### src/logic/sos_pkg.sv
package sos_pkg;

	// Register word offsets on the Avalon bus
	localparam logic [4:0] ADDR_FAST_MODE  = 5'h00;
	localparam logic [4:0] ADDR_FAST_FUNC  = 5'h04;
	localparam logic [4:0] ADDR_RELAY1     = 5'h08;
	localparam logic [4:0] ADDR_RELAY2     = 5'h0c;
	localparam logic [4:0] ADDR_OC         = 5'h10;
	localparam logic [4:0] ADDR_OUT_STATE  = 5'h14;

	// Reset values
	localparam logic [7:0] RST_FAST_MODE   = 8'h00;
	localparam logic [7:0] RST_FAST_FUNC   = 8'h00;
	localparam logic [7:0] RST_RELAY1      = 8'h02;
	localparam logic [7:0] RST_RELAY2      = 8'h00;
	localparam logic [7:0] RST_OC          = 8'h01;

	// Fast pin mode field
	localparam int         FAST_MODE_BIT   = 0;
	localparam logic       FAST_MODE_PULSE = 1'b0;
	localparam logic       FAST_MODE_SW    = 1'b1;

	// Terminal indices, also bit positions of the output state word
	localparam int         NUM_TERM        = 5;
	localparam int         T_FAST          = 0;
	localparam int         T_RELAY1        = 1;
	localparam int         T_RELAY2        = 2;
	localparam int         T_OC            = 3;
	localparam int         T_FAST_PIN      = 4;

	// Function codes
	localparam logic [7:0] FN_NONE         = 8'h00;
	localparam logic [7:0] FN_FREQ_REACHED = 8'h01;
	localparam logic [7:0] FN_FREQ_LEVEL   = 8'h02;
	localparam logic [7:0] FN_FAULT_STOP   = 8'h03;
	localparam logic [7:0] FN_MOTOR_OVL    = 8'h04;
	localparam logic [7:0] FN_DRIVE_OVL    = 8'h05;
	localparam logic [7:0] FN_ZERO_RUN     = 8'h06;
	localparam logic [7:0] FN_ZERO_ANY     = 8'h07;
	localparam logic [7:0] FN_UPPER_LIM    = 8'h08;
	localparam logic [7:0] FN_LOWER_LIM    = 8'h09;
	localparam logic [7:0] FN_COUNT_SET    = 8'h0a;
	localparam logic [7:0] FN_COUNT_DESIG  = 8'h0b;
	localparam logic [7:0] FN_LENGTH       = 8'h0c;
	localparam logic [7:0] FN_SEQ_CYCLE    = 8'h0d;
	localparam logic [7:0] FN_RUN_TIME     = 8'h0e;
	localparam logic [7:0] FN_FREQ_LIMITED = 8'h0f;
	localparam logic [7:0] FN_TORQUE_LIM   = 8'h10;
	localparam logic [7:0] FN_READY        = 8'h11;
	localparam logic [7:0] FN_RUNNING      = 8'h12;
	localparam logic [7:0] FN_AI_GREATER   = 8'h13;
	localparam logic [7:0] FN_UNDERVOLT    = 8'h14;

	// Timing and analog input width
	localparam int unsigned CLK_HZ          = 10_000_000;
	localparam int unsigned SEQ_PULSE_MS    = 250;
	localparam int unsigned SEQ_PULSE_CYC   = SEQ_PULSE_MS * (CLK_HZ / 1000);
	localparam int unsigned OVL_LEAD_S      = 10;
	localparam int unsigned OVL_LEAD_CYC    = OVL_LEAD_S * CLK_HZ;
	localparam int          AI_W            = 12;

	// Drive status conditions from the surrounding blocks
	typedef struct packed {
		logic            freq_reached;
		logic            frequency_level_detect_one;
		logic            fault_stop;
		logic            motor_ovl_warn;
		logic            drive_ovl_pending;
		logic [31:0]     drive_ovl_eta;
		logic            running;
		logic            freq_zero;
		logic            at_upper_limit;
		logic            at_lower_limit;
		logic            count_set_hit;
		logic            count_desig_hit;
		logic            length_over;
		logic            seq_cycle_done;
		logic            run_time_over;
		logic            set_above_upper;
		logic            set_below_lower;
		logic            speed_mode;
		logic            torque_at_limit;
		logic            main_stable;
		logic            ctrl_stable;
		logic            fault_any;
		logic [AI_W-1:0] analog_input_one;
		logic [AI_W-1:0] analog_input_two;
		logic            undervoltage;
	} sos_status_type;

endpackage : sos_pkg

### src/logic/sos_selector.sv
`timescale 1ns/1ps
module sos_selector #(
	parameter int unsigned SEQ_PULSE_CYC = sos_pkg::SEQ_PULSE_CYC,
	parameter int unsigned OVL_LEAD_CYC  = sos_pkg::OVL_LEAD_CYC
) (
	input  wire logic                clk_sys,
	input  wire logic                arst_n,
	input  wire logic [4:0]          address,
	input  wire logic                read,
	input  wire logic                write,
	input  wire logic [31:0]         writedata,
	output logic [31:0]              readdata,
	output logic                     waitrequest,
	input  wire sos_pkg::sos_status_type status,
	input  wire logic                pulse_train_in,
	output logic                     fast_output_pin,
	output logic                     relay_one,
	output logic                     relay_two,
	output logic                     open_collector_output
);
	import sos_pkg::*;

	// Pulse timer is 24 bits wide; longer pulses need a wider counter
	if (SEQ_PULSE_CYC < 1 || SEQ_PULSE_CYC > 32'h00ffffff) begin : g_bad_pulse
		$error("SEQ_PULSE_CYC out of range");
	end
	if (OVL_LEAD_CYC < 1) begin : g_bad_lead
		$error("OVL_LEAD_CYC out of range");
	end

	typedef struct packed {
		logic                      fast_mode;
		logic [NUM_TERM-2:0][7:0]  func;
		logic                      ack;
		logic [31:0]               rdata;
		logic [23:0]               seq_cnt;
		logic [NUM_TERM-1:0]       out;
	} sos_state_type;

	sos_state_type state_q;
	sos_state_type state_d;

	logic                seq_pulse;
	logic                drive_ovl_warn;
	logic                ai_greater;
	logic                ready_run;
	logic                freq_limited;
	logic [NUM_TERM-2:0] term_on;

	// Derived conditions shared by all terminals
	assign seq_pulse      = (state_q.seq_cnt != 24'h000000);
	assign drive_ovl_warn = status.drive_ovl_pending
		&& (status.drive_ovl_eta <= OVL_LEAD_CYC);
	assign ai_greater     = status.analog_input_one > status.analog_input_two;
	assign ready_run      = status.main_stable && status.ctrl_stable
		&& !status.fault_any;
	assign freq_limited   = (status.set_above_upper && status.at_upper_limit)
		|| (status.set_below_lower && status.at_lower_limit);

	// One selector per terminal, all reading the same conditions
	genvar gi;
	generate
		for (gi = 0; gi < NUM_TERM - 1; gi++) begin : g_term
			always_comb begin
				case (state_q.func[gi])
					FN_NONE:         term_on[gi] = 1'b0;
					FN_FREQ_REACHED: term_on[gi] = status.freq_reached;
					FN_FREQ_LEVEL:   term_on[gi] = status.frequency_level_detect_one;
					FN_FAULT_STOP:   term_on[gi] = status.fault_stop;
					FN_MOTOR_OVL:    term_on[gi] = status.motor_ovl_warn;
					FN_DRIVE_OVL:    term_on[gi] = drive_ovl_warn;
					FN_ZERO_RUN:     term_on[gi] = status.running
						&& status.freq_zero;
					FN_ZERO_ANY:     term_on[gi] = status.freq_zero
						|| !status.running;
					FN_UPPER_LIM:    term_on[gi] = status.at_upper_limit;
					FN_LOWER_LIM:    term_on[gi] = status.at_lower_limit
						&& status.running;
					FN_COUNT_SET:    term_on[gi] = status.count_set_hit;
					FN_COUNT_DESIG:  term_on[gi] = status.count_desig_hit;
					FN_LENGTH:       term_on[gi] = status.length_over;
					FN_SEQ_CYCLE:    term_on[gi] = seq_pulse;
					FN_RUN_TIME:     term_on[gi] = status.run_time_over;
					FN_FREQ_LIMITED: term_on[gi] = freq_limited;
					FN_TORQUE_LIM:   term_on[gi] = status.speed_mode
						&& status.torque_at_limit;
					FN_READY:        term_on[gi] = ready_run;
					FN_RUNNING:      term_on[gi] = status.running;
					FN_AI_GREATER:   term_on[gi] = ai_greater;
					FN_UNDERVOLT:    term_on[gi] = status.undervoltage;
					default:         term_on[gi] = 1'b0;
				endcase
			end
		end
	endgenerate

	// Next state: bus slave, sequence pulse timer, output flops
	always_comb begin
		state_d = state_q;

		// One wait cycle per access; read data is captured in that cycle
		state_d.ack = (read || write) && !state_q.ack;
		if ((read || write) && !state_q.ack) begin
			case (address)
				ADDR_FAST_MODE: state_d.rdata = {31'h0, state_q.fast_mode};
				ADDR_FAST_FUNC: state_d.rdata = {24'h0, state_q.func[T_FAST]};
				ADDR_RELAY1:    state_d.rdata = {24'h0, state_q.func[T_RELAY1]};
				ADDR_RELAY2:    state_d.rdata = {24'h0, state_q.func[T_RELAY2]};
				ADDR_OC:        state_d.rdata = {24'h0, state_q.func[T_OC]};
				ADDR_OUT_STATE: state_d.rdata = {27'h0, state_q.out};
				default:        state_d.rdata = 32'h00000000;
			endcase
		end
		// Writes land on the edge where waitrequest is low
		if (write && state_q.ack) begin
			case (address)
				ADDR_FAST_MODE: state_d.fast_mode = writedata[FAST_MODE_BIT];
				ADDR_FAST_FUNC: state_d.func[T_FAST] = writedata[7:0];
				ADDR_RELAY1:    state_d.func[T_RELAY1] = writedata[7:0];
				ADDR_RELAY2:    state_d.func[T_RELAY2] = writedata[7:0];
				ADDR_OC:        state_d.func[T_OC] = writedata[7:0];
				default:        state_d.fast_mode = state_q.fast_mode;
			endcase
		end

		// A new cycle-done event restarts the pulse rather than being lost
		if (status.seq_cycle_done)
			state_d.seq_cnt = SEQ_PULSE_CYC[23:0];
		else if (state_q.seq_cnt != 24'h000000)
			state_d.seq_cnt = state_q.seq_cnt - 24'h000001;

		state_d.out[T_FAST]   = term_on[T_FAST];
		state_d.out[T_RELAY1] = term_on[T_RELAY1];
		state_d.out[T_RELAY2] = term_on[T_RELAY2];
		state_d.out[T_OC]     = term_on[T_OC];
		// Switch selector is ignored while the pin carries the pulse train
		state_d.out[T_FAST_PIN] = (state_q.fast_mode == FAST_MODE_SW)
			? term_on[T_FAST] : pulse_train_in;
	end

	// State register
	always_ff @(posedge clk_sys or negedge arst_n) begin
		if (!arst_n) begin
			state_q.fast_mode        <= RST_FAST_MODE[FAST_MODE_BIT];
			state_q.func[T_FAST]     <= RST_FAST_FUNC;
			state_q.func[T_RELAY1]   <= RST_RELAY1;
			state_q.func[T_RELAY2]   <= RST_RELAY2;
			state_q.func[T_OC]       <= RST_OC;
			state_q.ack              <= 1'b0;
			state_q.rdata            <= 32'h00000000;
			state_q.seq_cnt          <= 24'h000000;
			state_q.out              <= '0;
		end else begin
			state_q <= state_d;
		end
	end

	// Port drive
	assign waitrequest           = (read || write) && !state_q.ack;
	assign readdata              = state_q.rdata;
	assign fast_output_pin       = state_q.out[T_FAST_PIN];
	assign relay_one             = state_q.out[T_RELAY1];
	assign relay_two             = state_q.out[T_RELAY2];
	assign open_collector_output = state_q.out[T_OC];

endmodule : sos_selector

### config.mk
export PLATFORM = sky130hd
export DESIGN_NAME = sos_selector
export DESIGN_NICKNAME = d
export VERILOG_FILES = /design/src/logic/sos_pkg.sv /design/src/logic/sos_selector.sv
export SDC_FILE = /design/constraint.sdc
export NUM_CORES = 1
export LEC_CHECK = 0
export ABC_AREA = 1
export BUFFER_PORTS_ARGS = -buffer_cell sky130_fd_sc_hd__buf_2
export CAP_MARGIN = 20
export CORE_ASPECT_RATIO = 1.5
export CORE_MARGIN = 2
export CORE_UTILIZATION = 48
export CTS_CLUSTER_SIZE = 24
export DETAILED_ROUTE_END_ITERATION = 10
export PLACE_DENSITY_LB_ADDON = 0.12
export SLEW_MARGIN = 0
export SYNTH_ARGS = -nofsm -noshare
export SYNTH_HDL_FRONTEND = slang
export SYNTH_SLANG_ARGS = --single-unit
### constraint.sdc
create_clock -name clk_sys -period 1.7 [get_ports clk_sys]
set_clock_uncertainty 0.05 [all_clocks]
set_input_delay 0.085 -clock clk_sys [delete_from_list [all_inputs] [get_ports clk_sys]]
set_output_delay 0.085 -clock clk_sys [all_outputs]
set_load 0.01 [all_outputs]
==> results.toml, run 1 <==
[pwr]
ir_drop_mv = 0.642
p_int_uw = 3720
power_density_mw_per_mm2 = 813
combPwrFrac_pct = 26.7
p_seq_share_pct = 36.6
p_clk_share_pct = 36.7
swShare_pct = 33.3
p_sw_uw = 1850
leakagePower_uw = 0.00355

[routing]
avgRoutedWirePerCell_um = 14.4
ant_nets = 0
drtPass1Iterations = 5
vias_per_cell = 5.06
drc = 0
vias = 5711
first_iter_violations = 261
wl_mm = 16.3

[grt]
grt_max_degree = 32
grt_pass1_vias = 5569
grt.total_usage_pct = 26.4
grt_first_pass_wirelength_mm = 25.4
grt_overflow = 0
antenna_found_initial = 0

[worst_setup_path]
path_max_fanout = 8
end_kind = "register"
max_stage_delay_ns = 0.39
reg2regPathDepth = 8
criticalPathCategory = "reg -> reg"
cp.required_ns = 1.86
endpoint = "state_q[13]"
startpoint = "state_q[25]"
worst_r2r_endpoint = "state_q[13]"
critical_path_arrival_ns = 1.92
cp-start-kind = "register"
regToRegSetupSlack_ns = -0.06
reg2reg_from = "state_q[25]"
cp_slowest_cell = "dfrtp_1"
cp_cell_sequence = "nor2_2 -> nand3_1 -> nor2_2 -> nand3_4 -> nor2_4 -> inv_1 -> o31ai_1 -> inv_1"

[synth]
synthArstFlopShare_pct = 100
ys_types = 44
syn_area_per_cell_um2 = 6.59
yosys_register_bits = 71
ys_warn_count = 0
synth_edf_count = 0
seq_area_frac_synth_pct = 32.5
postSynthCellCount = 831
synthesis.area_mm2 = 0.00548
synth_ff_type = "dfrtp_1"

[cells_and_area]
finalNonFillerCells = 1128
antenna_cells = 0
nets = 1110
mostFrequentLayoutCell = "nand2_1"
drive_above_1_share_pct = 25.5
final_core_util_pct = 62.0
final_cell_mix = "181 x nand2_1, 113 x inv_1, 108 x buf_2"
syn_to_final_growth_pct = 25.1

[timing]
min_period_over_period_pct = 104
layout_setup_ws_ns = -0.0599
finalSetupViolations = 4
fmax_mhz = 568
slew_violations = 0
rsz0062_at_grt = "yes"
min_period_ns = 1.76
worst_slew_pin_slew_ns = 0.534
holdWs_ns = 0.0287
hold_viol_final = 0
slew_headroom_pct = 64.4

[job]
drv_cap = 0

[floorplanning]
io_pins = 157
dieArea_mm2 = 0.0123
initial_core_util_pct = 49.6
design.core.area_mm2 = 0.0111
die_h_um = 135
num_rows = 47
dieWidth_um = 91.2

[placement]
portBuffers = 108
place_inst = 1106
hpwl_mm = 12.7
place.gp.congestion = 0.978
dp_slack_ns = 0.000151

[status]
violations = "setup timing"
status = "complete, but fails checks"

[cts]
cts_inserted_buffers = 9
cts-root-buf = "clkbuf_16"
path_clk_slew_ns = 0.06
clk_latency_ns = 0.34
cts_sinks = 71
cts_tree = "yes"
clk_path_buf_depth = 2
htreeDepth = 3

[min_path]
hold_class = "in -> reg"
-- synthesized netlist by cell type, types with 2 or more instances --
library cell / count / area, um2
inv_1: 118 / 443
buf_4: 34 / 255
nand2_1: 189 / 709
ha_1: 14 / 175
a21oi_1: 8 / 40.0
o21ai_0: 41 / 205
nand4_1: 18 / 113
a221oi_1: 2 / 17.5
nor3_1: 27 / 135
nand3_1: 97 / 485
nor2_1: 126 / 473
nor2_2: 10 / 62.6
nand2_2: 2 / 12.5
nand3_2: 2 / 20.0
or2_2: 8 / 50.1
o21ai_1: 3 / 15.0
o21ai_2: 8 / 70.1
o2111ai_1: 2 / 17.5
nor4_1: 3 / 18.8
dfrtp_1: 69 / 1730
o31ai_1: 3 / 22.5
nor2_4: 2 / 22.5
nand3b_1: 2 / 15.0
xor2_1: 12 / 105
dfstp_2: 2 / 52.6
clkbuf_1: 3 / 11.3
o22ai_1: 4 / 25.0
buf_2: 5 / 25.0
nand2_4: 2 / 22.5
-- worst max-delay path, delay by kind of cell, from the launching register on --
family          cells  cell delay [ns]
flops               1             0.39
simple gates        5             0.82
buf+inv             2             0.25
compound gates      1             0.13
-- what timing repair did --
action | CTS | global route
gates cloned | 0 | 0
pin swaps | 0 | 20
endpoints found under the setup margin | 4 | 25
resized for setup | 3 | 47
setup buffers | 0 | 3
hold endpoints to repair | 20 | 0
hold buffers | 3 | 0
-- through the flow --
step	total power, uW	cell area, um2	TNS, ns
after floorplan	2900	5570	0
after global placement	3430	6320	0
after detailed placement	3450	6320	0
after CTS	5500	6680	0
after global routing	5850	6850	-1.03
final	5570	6850	-0.107
-- power groups by stage --
stage | Clock, uW | Combinational (uW) | Sequential, uW
4_1_cts | 2060 | 1410 | 2030
6_report | 2050 | 1490 | 2040
3_5_place_dp | 0 | 1400 | 2050
5_1_grt | 2130 | 1660 | 2060
3_3_place_gp | 0 | 1380 | 2050
2_1_floorplan | 0 | 874 | 2030
-- area by class of cell --
| class | count | area [um2] |
|---|---|---|
| inverter | 120 | 450 |
| timing repair buffer | 154 | 938 |
| tap | 147 | 184 |
| sequential | 71 | 1780 |
| multi-input combinational | 620 | 3180 |
| clock inverter | 7 | 95.1 |
| clock buffer | 9 | 225 |
| fill | 1101 | 4200 |
-- per-layer routing --
metal	up-vias	wire length (um)	GRT usage (%)
met5	-	0	0
met4	0	981	17.4
met3	65	720	3.68
met2	179	8780	50.9
met1	2560	5810	25.7
li1	2907	-	-
-- cells by family after synthesis --
group           synth area share (%)
other cells                   0.0684
compound gates                  8.06
fa+ha+maj                       3.20
xor+xnor                        1.92
simple gates                    40.5
buf+inv                         13.7
flops                           32.5
-- worst min path at each step --
stage	to	depth (start not counted)	from	slack, ns
6_report	state_q[61]	3	write	0.03
3_3_place_gp	state_q[19]	1	arst_n	0.04
2_1_floorplan	fast_output_pin	0	arst_n	-0.26
3_5_place_dp	state_q[19]	1	arst_n	0.04
5_1_grt	state_q[68]	3	writedata[6]	0.04
4_1_cts	state_q[0]	3	status[73]	0.01
-- sequential cells by signal, indices dropped and copies added (netlist names) --
| signal | flops |
|---|---|
| relay_two | 1 |
| state_q | 59 |
| readdata | 8 |
| relay_one | 1 |
| open_collector_output | 1 |
| fast_output_pin | 1 |
No activity file was read; power rests on OpenSTA's default activity.
==> run 2, diff against run 1 <==
Settings changed: ABC_AREA 1 to unset, CORE_UTILIZATION 48 to 47, MAX_ROUTING_LAYER set to met4.
==> run 2 against run 1 <==
Net effect:
- register-to-register slack lost 0.62 ns
- global-route usage grew 1.6 points
- the run still ends with setup timing left
- flip-flop and latch count is the same
- critical path type unchanged
- synthesized area shrank 11%
- non-clock buffer count grew 72
- sequential share of layout area grew 0.93 points
- critical path depth shrank 2
- routed wire length shrank 7.8%
- fmax shrank 26%
- largest cell class unchanged
- critical endpoint is now open_collector_output
- via count shrank 16%
==> results.toml, run 2 <==
[cts]
path_clk_slew_ns = 0.06
cts_inserted_buffers = 9
clk_latency_ns = 0.33
clk_path_buf_depth = 2
htreeDepth = 3
cts_tree = "yes"
cts-root-buf = "clkbuf_16"
cts_sinks = 71

[floorplanning]
dieArea_mm2 = 0.0112
design.core.area_mm2 = 0.0101
dieWidth_um = 87.0
io_pins = 157
num_rows = 45
initial_core_util_pct = 48.2
die_h_um = 129

[synth]
syn_area_per_cell_um2 = 9.33
synth_top_area_share_pct = 35.5
yosys_register_bits = 71
seq_area_frac_synth_pct = 36.6
netlist_top_cells_area = "dfrtp_1 36%, mux2_2 9.0%, buf_4 5.1%, nand2_1 3.9%, ha_1 3.6%"
yosys.area.top_type = "dfrtp_1"
synth_ff_type = "dfrtp_1"
postSynthCellCount = 521
synth_edf_count = 0
synthesis.area_mm2 = 0.00486
synthArstFlopShare_pct = 100
ys_types = 74
synth_commonest_cells = "69 x dfrtp_1, 50 x nand2_1, 39 x mux2_2"
yosysMostFrequentCell = "dfrtp_1"
ys_warn_count = 0

[routing]
avgRoutedWirePerCell_um = 17.7
wl_mm = 15.0
vias = 4778
wl_met1_mm = 5.25
drtPass1Iterations = 5
ant_nets = 0
first_iter_violations = 215
wl_met3_um = 847
drc = 0
wl_met2_mm = 8.35
vias_per_cell = 5.63
dr.max_layer_used = "met4"

[grt]
grt_max_degree = 72
antenna_found_initial = 0
grt_overflow = 0
grt_first_pass_wirelength_mm = 23.3
grt_pass1_vias = 4917
grt.total_usage_pct = 28.0

[status]
violations = "setup timing"
status = "complete, but fails checks"

[cells_and_area]
final_core_util_pct = 65.7
fillCellCount = 845
largest-register = "state_q"
final_cell_mix = "108 x buf_2, 108 x buf_4, 69 x dfrtp_1"
largest_reg_flops = 59
finalNonFillerCells = 848
nets = 860
antenna_cells = 0
syn_to_final_growth_pct = 36.1
final_area_mm2 = 0.00662
drive_above_1_share_pct = 41.5

[timing]
worst_slew_pin_slew_ns = 0.569
min_period_ns = 2.38
min_period_over_period_pct = 140
finalSetupViolations = 29
slew_headroom_pct = 61.7
hold_viol_final = 0
fmax_mhz = 420
fin_setup_tns_ns = -15.45
slew_violations = 0
rsz0062_at_grt = "yes"
layout_setup_ws_ns = -0.682

[min_path]
hold_class = "in -> reg"

[placement]
hpwl_mm = 12.1
place_inst = 824
place.gp.congestion = 0.888
portBuffers = 108
post_dp_cell_area_mm2 = 0.00617

[pwr]
power_density_mw_per_mm2 = 863
power_uw = 5710
ir_drop_mv = 0.748
leakagePower_uw = 0.00315

[worst_setup_path]
path_max_fanout = 3
end_kind = "register"
path_buf_inv = 0
max_stage_delay_ns = 0.53
critical_path_arrival_ns = 2.53
crit_family = "simple AND/OR/NAND/NOR gates"
cp.required_ns = 1.85
cp_cell_sequence = "or4_4 -> or3_4 -> or2_4 -> a21oi_2 -> or3_1 -> or4b_1"
cp_slowest_cell = "or4_4"
cp-start-kind = "register"
criticalPathCategory = "reg -> reg"

[job]
drv_cap = 0
==> run 2: changes by cell type in the layout (fill, tap and decap cells not counted), moves of 10 or more <==
cell,before,now
buf_4,38,108
xnor2_1,0,12
nand4_1,18,6
nor2_2,25,1
nor4_1,1,14
nand2_2,10,0
nor3_1,25,11
o21ai_0,41,22
mux2_2,0,38
nand3_1,93,11
nand2_1,181,50
inv_1,113,21
nor2_1,106,36
==> run 2: worst paths after layout <==
| path | startpoint | end | slack, ns | cells past startpoint |
|---|---|---|---|---|
| worst max-delay path | state_q[18] | open_collector_output | -0.68 | 6 |
| worst min-delay path | writedata[7] | state_q[77] | 0.003 | 2 |
| worst max register to register | state_q[18] | open_collector_output | -0.68 | 6 |
| worst min register to register | readdata[4] | readdata[4] | 0.42 | 2 |
| max in group asynchronous | arst_n | state_q[71] | 0.99 | 3 |
| min in group asynchronous | arst_n | state_q[10] | 0.24 | 3 |
==> run 2: per-stage QoR <==
step,hold slack (ns),worst slack (ns)
4_1_cts,0.00197,-0.651
2_1_floorplan,-0.261,-0.743
3_3_place_gp,0.0742,-0.684
3_5_place_dp,0.0785,-0.711
5_1_grt,0.00781,-0.744
6_report,0.00345,-0.682
==> run 2: where the power goes <==
part	internal, uW	switching [uW]	total, uW
logic	828	810	1640
registers	1870	181	2050
clock network	1290	729	2020
==> run 2: kinds of logic (layout without fill, tap and decap cells) <==
kind of cell    after synthesis  in the layout  synth area share, %
simple gates                195            195                 22.1
compound gates               96             96                 13.7
buf+inv                      76            263                 8.60
flops                        71             71                 36.6
mux                          50             50                 12.1
xor+xnor                     18             18                 3.24
fa+ha+maj                    14             14                 3.60
other cells                   1             24               0.0771
==> run 2: area by class of cell <==
class,instances,area (um2),area share [%]
well taps,117,146,2.21
clock buffers,10,229,3.46
inverters,21,78.8,1.19
repair buffers,226,1470,22.3
flip-flops and latches,71,1780,26.9
clock inverters,6,92.6,1.40
multi-input cells,397,2820,42.6
==> run 2: metal layers <==
| metal | vias to the layer above | GRT usage (%) |
|---|---|---|
| li1 | 2273 | - |
| met1 | 2280 | 27.6 |
| met2 | 190 | 53.1 |
| met3 | 35 | 3.27 |
| met4 | 0 | 12.7 |
| met5 | - | - |
==> run 2: repair_timing <==
action,in CTS,in global routing
endpoints found under the hold margin,81,0
hold buffers,6,0
setup buffers,1,1
gates resized for setup,4,7
pin swaps,1,12
setup endpoints to repair,29,29
